==> config.mk <==
export PLATFORM = sky130hd
export DESIGN_NAME = tccm_mode_config
export DESIGN_NICKNAME = d
export VERILOG_FILES = /design/src/tccm_pkg.sv /design/src/tccm_mode_config.sv
export VERILOG_INCLUDE_DIRS = /design/src
export SDC_FILE = /design/constraint.sdc
export NUM_CORES = 1
export LEC_CHECK = 0
export BUFFER_PORTS_ARGS = -buffer_cell sky130_fd_sc_hd__buf_2
export CAP_MARGIN = 30
export CORE_UTILIZATION = 49
export CTS_BUF_LIST = sky130_fd_sc_hd__clkbuf_4
export DETAILED_ROUTE_END_ITERATION = 6
export GPL_ROUTABILITY_DRIVEN = 0
export PLACE_DENSITY = 0.8
export SKIP_CTS_REPAIR_TIMING = 1
export SYNTH_ARGS = -nofsm -noshare
export SYNTH_HDL_FRONTEND = slang
export SYNTH_SLANG_ARGS = --single-unit
==> constraint.sdc <==
create_clock -name clk -period 6.4 [get_ports clk]
set_input_delay 0.96 -clock clk [delete_from_list [all_inputs] [get_ports clk]]
set_output_delay 0.96 -clock clk [all_outputs]
set_load 0.02 [all_outputs]
==> src/tccm_params.svh <==
`ifndef TCCM_PARAMS_SVH
`define TCCM_PARAMS_SVH

// ----------------------------------------
// register offsets and reset value
// ----------------------------------------
`define TCCM_OFS_CH1 8'h08
`define TCCM_OFS_CH2 8'h09
`define TCCM_CFG_RESET 8'h00

// ----------------------------------------
// field positions of a mode byte
// ----------------------------------------
`define TCCM_CLEAR_BIT 7
`define TCCM_MODE_MSB 6
`define TCCM_MODE_LSB 4
`define TCCM_PRELOAD_BIT 3
`define TCCM_FAST_BIT 2
`define TCCM_DIR_MSB 1
`define TCCM_DIR_LSB 0

// ----------------------------------------
// field values and timing counts
// ----------------------------------------
`define TCCM_DIR_OUT 2'h0
`define TCCM_DIR_OWN 2'h1
`define TCCM_DIR_OTHER 2'h2
`define TCCM_DIR_TRIG 2'h3
`define TCCM_LOCK_FULL 2'h3
`define TCCM_FAST_DELAY 3

`endif

==> src/tccm_pkg.sv <==
package tccm_pkg;

   // compare reference modes
   typedef enum logic [2:0] {
      TCCM_FROZEN = 3'h0,
      TCCM_MATCH_HIGH = 3'h1,
      TCCM_MATCH_LOW = 3'h2,
      TCCM_TOGGLE = 3'h3,
      TCCM_FORCE_LOW = 3'h4,
      TCCM_FORCE_HIGH = 3'h5,
      TCCM_PWM1 = 3'h6,
      TCCM_PWM2 = 3'h7
   } tccm_mode_t;

   // mode byte seen with the channel as output
   typedef struct packed {
      logic extClearEn;
      tccm_mode_t compareMode;
      logic comparePreloadEn;
      logic fastTriggerEn;
      logic [1:0] directionSelect;
   } tccm_out_cfg_t;

   // mode byte seen with the channel as input
   typedef struct packed {
      logic [3:0] inputFilter;
      logic [1:0] capturePrescale;
      logic [1:0] directionSelect;
   } tccm_in_cfg_t;

   // status coming from the surrounding timer core
   typedef struct packed {
      logic [15:0] counterValue;
      logic countDown;
      logic updateEvent;
      logic commutationEvent;
      logic controlPreloadSelect;
      logic [1:0] lockLevel;
      logic triggerEdge;
      logic internalTriggerInput;
      logic internalTriggerSelected;
      logic filteredExternalTrigger;
   } tccm_timer_t;

   // active enable and polarity bits of one channel
   typedef struct packed {
      logic complementEnable;
      logic polarity;
      logic enable;
   } tccm_chan_en_t;

   // consecutive samples needed per filter code
   function automatic logic [3:0] tccm_filter_len(input logic [3:0] code);
      logic [3:0] n;
      n = 4'h8;
      unique case (code)
         4'h0: n = 4'h1;
         4'h1: n = 4'h2;
         4'h2: n = 4'h4;
         4'h4, 4'h6, 4'h8, 4'hB, 4'hE: n = 4'h6;
         4'hA, 4'hD: n = 4'h5;
         default: n = 4'h8;
      endcase
      return n;
   endfunction

   // sampling divider mask per filter code
   function automatic logic [4:0] tccm_filter_mask(input logic [3:0] code);
      logic [4:0] m;
      m = 5'h00;
      if (code >= 4'hD) begin
         m = 5'h1F;
      end else if (code >= 4'hA) begin
         m = 5'h0F;
      end else if (code >= 4'h8) begin
         m = 5'h07;
      end else if (code >= 4'h6) begin
         m = 5'h03;
      end else if (code >= 4'h4) begin
         m = 5'h01;
      end
      return m;
   endfunction

endpackage

==> src/tccm_mode_config.sv <==
// Chosen here: the strobed register port.
`timescale 1ns/100ps
`include "tccm_params.svh"

module tccm_mode_config (
   // clock and reset
   input wire logic clk,
   input wire logic rstn,
   // register port
   input wire logic [7:0] regAddr,
   input wire logic [7:0] regWdata,
   input wire logic regWr,
   input wire logic regRd,
   output logic [7:0] regRdata,
   // compare value write port, one strobe per channel
   input wire logic [1:0] cmpWr,
   input wire logic [15:0] cmpWdata,
   output logic [1:0][15:0] compareReadback,
   output logic [1:0][15:0] activeCompare,
   // timer core status and channel enables
   input wire tccm_pkg::tccm_timer_t timerStat,
   input wire tccm_pkg::tccm_chan_en_t [1:0] chanEn,
   // channel input pins, asynchronous
   input wire logic [1:0] chPin,
   // channel results
   output logic [1:0] compareReference,
   output logic [1:0] chOutput,
   output logic [1:0] filteredInput,
   output logic [1:0] capturePulse
);
   import tccm_pkg::*;

   // ----------------------------------------
   // shared timing: sampling divider, trigger pipe
   // ----------------------------------------

   // free-running divider, its low bits give every slower rate
   logic [4:0] divCnt;
   // delayed trigger edge for the fast path
   logic [`TCCM_FAST_DELAY-2:0] trigPipe;
   // pending read data
   logic [7:0] next_regRdata;
   // stored mode bytes, one per channel
   logic [1:0][7:0] cfgReg;

   // divider keeps running, a filter only looks at its low bits
   always_ff @(posedge clk or negedge rstn) begin
      if (!rstn) begin
         divCnt <= 5'h00;
      end else begin
         divCnt <= divCnt + 5'h01;
      end
   end

   // two stages plus the reference flop make three cycles
   always_ff @(posedge clk or negedge rstn) begin
      if (!rstn) begin
         trigPipe <= '0;
      end else begin
         trigPipe <= {trigPipe[`TCCM_FAST_DELAY-3:0], timerStat.triggerEdge};
      end
   end

   // ----------------------------------------
   // register read
   // ----------------------------------------

   // unmapped addresses read as zero
   wire hitCh1 = (regAddr == `TCCM_OFS_CH1);
   wire hitCh2 = (regAddr == `TCCM_OFS_CH2);
   assign next_regRdata = !regRd ? 8'h00 :
                          hitCh1 ? cfgReg[0] :
                          hitCh2 ? cfgReg[1] : 8'h00;

   // data stand only in the cycle after the strobe
   always_ff @(posedge clk or negedge rstn) begin
      if (!rstn) begin
         regRdata <= 8'h00;
      end else begin
         regRdata <= next_regRdata;
      end
   end

   // ----------------------------------------
   // per-channel logic
   // ----------------------------------------

   logic [1:0] pinMeta;
   logic [1:0] pinSync;

   // pin synchroniser, first stage read only by the second
   always_ff @(posedge clk or negedge rstn) begin
      if (!rstn) begin
         pinMeta <= 2'h0;
         pinSync <= 2'h0;
      end else begin
         pinMeta <= chPin;
         pinSync <= pinMeta;
      end
   end

   genvar i;
   generate
      for (i = 0; i < 2; i++) begin : g_chan
         // views of the stored byte
         tccm_out_cfg_t outCfg;
         tccm_in_cfg_t inCfg;
         tccm_mode_t activeMode;
         tccm_mode_t prevMode;
         tccm_mode_t next_mode;
         logic [7:0] next_cfg;
         logic [15:0] preloadCmp;
         logic [3:0] filtCnt;
         logic [2:0] pscCnt;
         logic srcPrev;
         logic refLvl;
         logic lastPwm;
         logic next_ref;

         assign outCfg = tccm_out_cfg_t'(cfgReg[i]);
         assign inCfg = tccm_in_cfg_t'(cfgReg[i]);

         // ---- register write with its guards ----
         wire wrHit = regWr &&
            (regAddr == ((i == 0) ? `TCCM_OFS_CH1 : `TCCM_OFS_CH2));
         wire dirOpen = (i == 0) ? !chanEn[i].enable :
            (!chanEn[i].enable && !chanEn[i].complementEnable);
         wire lockShut = (timerStat.lockLevel == `TCCM_LOCK_FULL) &&
            (outCfg.directionSelect == `TCCM_DIR_OUT);

         assign next_cfg = {
            regWdata[`TCCM_CLEAR_BIT],
            lockShut ? cfgReg[i][`TCCM_MODE_MSB:`TCCM_PRELOAD_BIT] :
                       regWdata[`TCCM_MODE_MSB:`TCCM_PRELOAD_BIT],
            regWdata[`TCCM_FAST_BIT],
            dirOpen ? regWdata[`TCCM_DIR_MSB:`TCCM_DIR_LSB] :
                      cfgReg[i][`TCCM_DIR_MSB:`TCCM_DIR_LSB]};

         // stored byte; filter bits act at once from here
         always_ff @(posedge clk or negedge rstn) begin
            if (!rstn) begin
               cfgReg[i] <= `TCCM_CFG_RESET;
            end else if (wrHit) begin
               cfgReg[i] <= next_cfg;
            end
         end

         // ---- active mode (preload stage) ----
         // copy on commutation
         assign next_mode = (!timerStat.controlPreloadSelect ||
            timerStat.commutationEvent) ? outCfg.compareMode : activeMode;

         // mode lags the stored field by one cycle when not held
         always_ff @(posedge clk or negedge rstn) begin
            if (!rstn) begin
               activeMode <= TCCM_FROZEN;
               prevMode <= TCCM_FROZEN;
            end else begin
               activeMode <= next_mode;
               prevMode <= activeMode;
            end
         end

         // ---- compare value and its preload ----
         // preload or direct
         always_ff @(posedge clk or negedge rstn) begin
            if (!rstn) begin
               preloadCmp <= 16'h0000;
               activeCompare[i] <= 16'h0000;
            end else begin
               if (cmpWr[i]) begin
                  preloadCmp <= cmpWdata;
               end
               if (cmpWr[i] && !outCfg.comparePreloadEn) begin
                  activeCompare[i] <= cmpWdata;
               end else if (timerStat.updateEvent) begin
                  activeCompare[i] <= preloadCmp;
               end
            end
         end
         // software reads the preload while it is enabled
         always_ff @(posedge clk or negedge rstn) begin
            if (!rstn) begin
               compareReadback[i] <= 16'h0000;
            end else begin
               compareReadback[i] <= outCfg.comparePreloadEn ?
                  preloadCmp : activeCompare[i];
            end
         end

         // ---- compare reference ----
         wire isOut = (outCfg.directionSelect == `TCCM_DIR_OUT);
         wire match = (timerStat.counterValue == activeCompare[i]);
         wire below = (timerStat.counterValue < activeCompare[i]);
         wire above = (timerStat.counterValue > activeCompare[i]);
         wire pwm1Lvl = timerStat.countDown ? !above : below;
         wire pwmLvl = (activeMode == TCCM_PWM2) ? !pwm1Lvl : pwm1Lvl;
         wire isPwm = (activeMode == TCCM_PWM1) || (activeMode == TCCM_PWM2);
         wire fastHit = trigPipe[`TCCM_FAST_DELAY-2] &&
            outCfg.fastTriggerEn && isPwm;
         wire pwmMove = (pwmLvl != lastPwm) || (prevMode == TCCM_FROZEN);

         always_comb begin
            next_ref = refLvl;
            unique case (activeMode)
               TCCM_FROZEN: next_ref = refLvl;
               TCCM_MATCH_HIGH: next_ref = match ? 1'b1 : refLvl;
               TCCM_MATCH_LOW: next_ref = match ? 1'b0 : refLvl;
               TCCM_TOGGLE: next_ref = match ? !refLvl : refLvl;
               TCCM_FORCE_LOW: next_ref = 1'b0;
               TCCM_FORCE_HIGH: next_ref = 1'b1;
               TCCM_PWM1, TCCM_PWM2: begin
                  if (fastHit) begin
                     next_ref = (activeMode == TCCM_PWM2);
                  end else if (pwmMove) begin
                     next_ref = pwmLvl;
                  end
               end
            endcase
            if (outCfg.extClearEn && timerStat.filteredExternalTrigger) begin
               next_ref = 1'b0;
            end
         end

         // reference only runs while the channel is an output
         always_ff @(posedge clk or negedge rstn) begin
            if (!rstn) begin
               refLvl <= 1'b0;
               lastPwm <= 1'b0;
            end else if (isOut) begin
               refLvl <= next_ref;
               lastPwm <= pwmLvl;
            end
         end
         assign compareReference[i] = refLvl;

         always_ff @(posedge clk or negedge rstn) begin
            if (!rstn) begin
               chOutput[i] <= 1'b0;
            end else begin
               chOutput[i] <= isOut && chanEn[i].enable &&
                  (next_ref ^ chanEn[i].polarity);
            end
         end

         // ---- input filter ----
         // rate and length by code
         wire sampleEn =
            ((divCnt & tccm_filter_mask(inCfg.inputFilter)) == 5'h00);
         wire [3:0] filtLen = tccm_filter_len(inCfg.inputFilter);

         always_ff @(posedge clk or negedge rstn) begin
            if (!rstn) begin
               filtCnt <= 4'h0;
               filteredInput[i] <= 1'b0;
            end else if (pinSync[i] == filteredInput[i]) begin
               filtCnt <= 4'h0;
            end else if (sampleEn) begin
               if (filtCnt == filtLen - 4'h1) begin
                  filteredInput[i] <= pinSync[i];
                  filtCnt <= 4'h0;
               end else begin
                  filtCnt <= filtCnt + 4'h1;
               end
            end
         end

         // ---- capture source and prescaler ----
         // source by direction
         // channel 2 code 11 has no source
         wire capSrc =
            (inCfg.directionSelect == `TCCM_DIR_OWN) ? filteredInput[i] :
            (inCfg.directionSelect == `TCCM_DIR_OTHER) ?
               filteredInput[1-i] :
            (i == 0) && timerStat.internalTriggerSelected &&
               timerStat.internalTriggerInput;
         wire isIn = (inCfg.directionSelect != `TCCM_DIR_OUT);
         wire capEdge = isIn && chanEn[i].enable &&
            (chanEn[i].polarity ? (srcPrev && !capSrc) :
                                  (!srcPrev && capSrc));
         // every 1, 2, 4 or 8
         wire [2:0] pscLast = 3'((4'h1 << inCfg.capturePrescale) - 4'h1);
         // a count left from a larger ratio still closes the group,
         // so lowering the ratio on the fly never skips eight events
         wire pscFull = (pscCnt >= pscLast);

         always_ff @(posedge clk or negedge rstn) begin
            if (!rstn) begin
               srcPrev <= 1'b0;
               pscCnt <= 3'h0;
               capturePulse[i] <= 1'b0;
            end else begin
               srcPrev <= capSrc;
               capturePulse[i] <= capEdge && pscFull;
               if (!chanEn[i].enable) begin
                  pscCnt <= 3'h0;
               end else if (capEdge) begin
                  pscCnt <= pscFull ? 3'h0 : pscCnt + 3'h1;
               end
            end
         end
      end
   endgenerate

   // software keeps preload on in PWM
   // filter read straight from stored byte
   // channel 2 shares the generated logic

endmodule // tccm_mode_config

==> impl_metrics.yaml <==
setup_path:
  critPathRequiredTime_ns: 6.88
  cp_max_fo: 4
  critPathCaptureType: "flop"
  rrSetupSlack_ns: 2.76
  r2r-end: "chOutput[1]"
  reg2regPathDepth: 13
  arrival_ns: 4.12
  crit_type: "reg2reg"
  r2r_start: "activeCompare[29]"
  cp-start-kind: "flop"
floorplan:
  start_util: 0.503
  boundaryPins: 152
  dieHeight_microns: 135
  die-area_sq_um: 18300
  die_w_microns: 135
  core_area_sq_um: 17300
  rows: 48
sta:
  max_freq_mhz: 275
  fin_hold_ws_ns: 0.157
  report.final.hold_viol_count: 0
  setup_tns_ns: 0
  drv_slew: 0
  finalSetupViolations: 0
  post-route-min-period_ns: 3.64
  relSlewSlack: 0.458
  finalClockSkew_ns: 0.0302
  worst_pin_slew_ns: 0.813
  rsz0062_at_grt: "false"
  finalCritPeriodShare: 0.569
run_status:
  outcome: "complete, no violations"
synth:
  synthTopCellsByArea: "dfrtp_1, ha_1, mux2_2, mux2i_1, o21ai_0"
  yosys.area.top_type: "dfrtp_1"
  yosysTopAreaCellShare: 0.486
  synth_top_family_by_area: "multiplexers"
  postSynthAreaPerCell_sq_um: 10.8
  ys_ff_latch: 169
  synth_simple_gate_area_frac: 0.117
  ys.flop_type: "dfrtp_1"
  syn-num-nets: 936
  synthTopCellsByCount: "dfrtp_1, nand2_1, o21ai_0, ha_1, inv_1"
  synth_fa_ha_area_frac: 0.0819
  synthArstFlopShare: 1.00
  yosys_warnings: 0
  yosysMostFrequentCell: "dfrtp_1"
  synth_mux_area_frac: 0.136
  synthesis.area_sq_um: 8700
  synth-compound-area-share: 0.122
  synthXorXnorAreaFrac: 0.0170
  synthCells: 807
  synth_cell_types: 72
  ys_seq_area_frac: 0.486
  synth_edf_count: 0
drt:
  wl_per_cell_microns: 16.9
  ant_nets: 0
  via_per_inst: 5.52
  drc: 0
  dr.pass1.iters: 5
  drt-total-wl_microns: 20100
  first_iter_violations: 349
  num_vias: 6579
layout:
  drive_above_1_share: 0.271
  fin_nets: 1080
  area_delta_synth_final_pct: 15.0
clock_tree:
  numClockSinks: 169
  path_clk_slew_ns: 0.17
  cts_max_path_buffers: 2
  clock_latency_ns: 0.59
  htree_num_levels: 4
  tritoncts: "yes"
  root_buffer: "clkbuf_4"
  cts_made_buffers: 17
power:
  power_density_nw_per_um2: 260
  power_leakage_nw: 4.84
  peakVddDrop_v: 0.000182
place:
  io_buffer_count: 150
  hpwlAfterDp_microns: 15000
job:
  max-cap-violations: 0
grt:
  met3_usage: 0.0524
  grt_pass1_wl_microns: 32600
  grt_overflow: 0
  gr-max-usage-layer: "met2"
  antenna_found_initial: 2
  grt_pass1_vias: 6563
  grt_max_degree: 106
  track_usage: 0.232
  grt_util_met2: 0.381
  grt_use_met1: 0.296
worst_hold_path:
  hold_path.class: "in2async"
worst max path at each step:
| stage | start | to | depth (start not counted) |
|---|---|---|---|
| 3_5_place_dp | timerStat[23] | chOutput[1] | 13 |
| 2_1_floorplan | timerStat[25] | chOutput[1] | 12 |
| 5_1_grt | activeCompare[29] | chOutput[1] | 13 |
| 6_report | activeCompare[29] | chOutput[1] | 13 |
| 4_1_cts | activeCompare[29] | chOutput[1] | 13 |
| 3_3_place_gp | timerStat[23] | chOutput[1] | 13 |
cells by family (layout without fill, tap and decap cells):
family | count (synthesis) | after routing
DFF | 169 | 169
and+or+nand+nor | 203 | 203
adders and majority gates | 57 | 57
muxes | 103 | 103
AOI/OAI and AO/OA | 172 | 172
other | 0 | 3
buffers and inverters | 87 | 244
xor gates and xnor gates | 16 | 16
layout make-up:
| cell class | count | area [sq um] |
|---|---|---|
| Multi-Input combinational cell | 551 | 4130 |
| Sequential cell | 169 | 4230 |
| Clock buffer | 17 | 128 |
| Clock inverter | 15 | 176 |
| Inverter | 55 | 206 |
| Timing Repair Buffer | 157 | 850 |
| Antenna cell | 3 | 7.51 |
| Fill cell | 1453 | 7290 |
| Tap cell | 225 | 282 |
worst max-delay path, cell delays in order (launching register included):
cell	delay, ns
dfrtp_1	0.42
inv_1	0.09
ha_1	0.30
nand4_1	0.20
nor4_1	0.59
inv_1	0.14
ha_1	0.31
mux2i_1	0.08
a221oi_2	0.29
o211ai_1	0.16
or3_1	0.37
mux2i_1	0.27
o21ai_0	0.13
and4b_1	0.18
power by group:
part           leakage [nW]  switching, mW  internal, mW  total [mW]
registers              2.04          0.113          1.18        1.29
logic                  2.64          0.393         0.276       0.669
clock network         0.161          0.426         0.216       0.642
cell usage in the layout (no fill, tap or decap), types with 8 or more instances in the layout:
| cell type | Yosys | final |
|---|---|---|
| ha_1 | 57 | 57 |
| buf_2 | 2 | 149 |
| mux2_2 | 45 | 45 |
| clkbuf_4 | 0 | 17 |
| nand4_1 | 11 | 11 |
| a21oi_1 | 34 | 34 |
| nand2b_1 | 8 | 8 |
| inv_1 | 55 | 55 |
| nor4_1 | 8 | 8 |
| mux2i_1 | 46 | 46 |
| nor2_1 | 24 | 24 |
| dfrtp_1 | 169 | 169 |
| nand2_1 | 100 | 100 |
| o21ai_0 | 90 | 90 |
| xnor2_1 | 9 | 9 |
metal layers:
layer | wire length [microns] | share of wire
met5 | 0 | 0
met3 | 999 | 0.050
met2 | 9760 | 0.49
met4 | 595 | 0.030
met1 | 8740 | 0.43
flip-flops by register name, indices dropped and copies added (netlist names), 5 cells and up:
register / count
g_chan.activeMode: 6
compareReadback: 32
g_chan.filtCnt: 8
g_chan.pscCnt: 6
g_chan.preloadCmp: 32
g_chan.prevMode: 6
g_chan.inCfg: 16
activeCompare: 32
divCnt: 5
regRdata: 8
stage by stage:
step           instances  power, mW  worst slack [ns]  area [sq um]  utilization
2_1_floorplan        807       1.74              2.85          8700            -
3_3_place_gp        1154       1.95              2.24          9630        0.557
3_5_place_dp        1156       1.98              2.14          9670        0.559
4_1_cts             1188       2.62              2.73          9970        0.577
5_1_grt             1191       2.75              2.41         10000        0.578
6_report            1192       2.60              2.76         10000        0.579
Power figures use the tool's default switching activity.
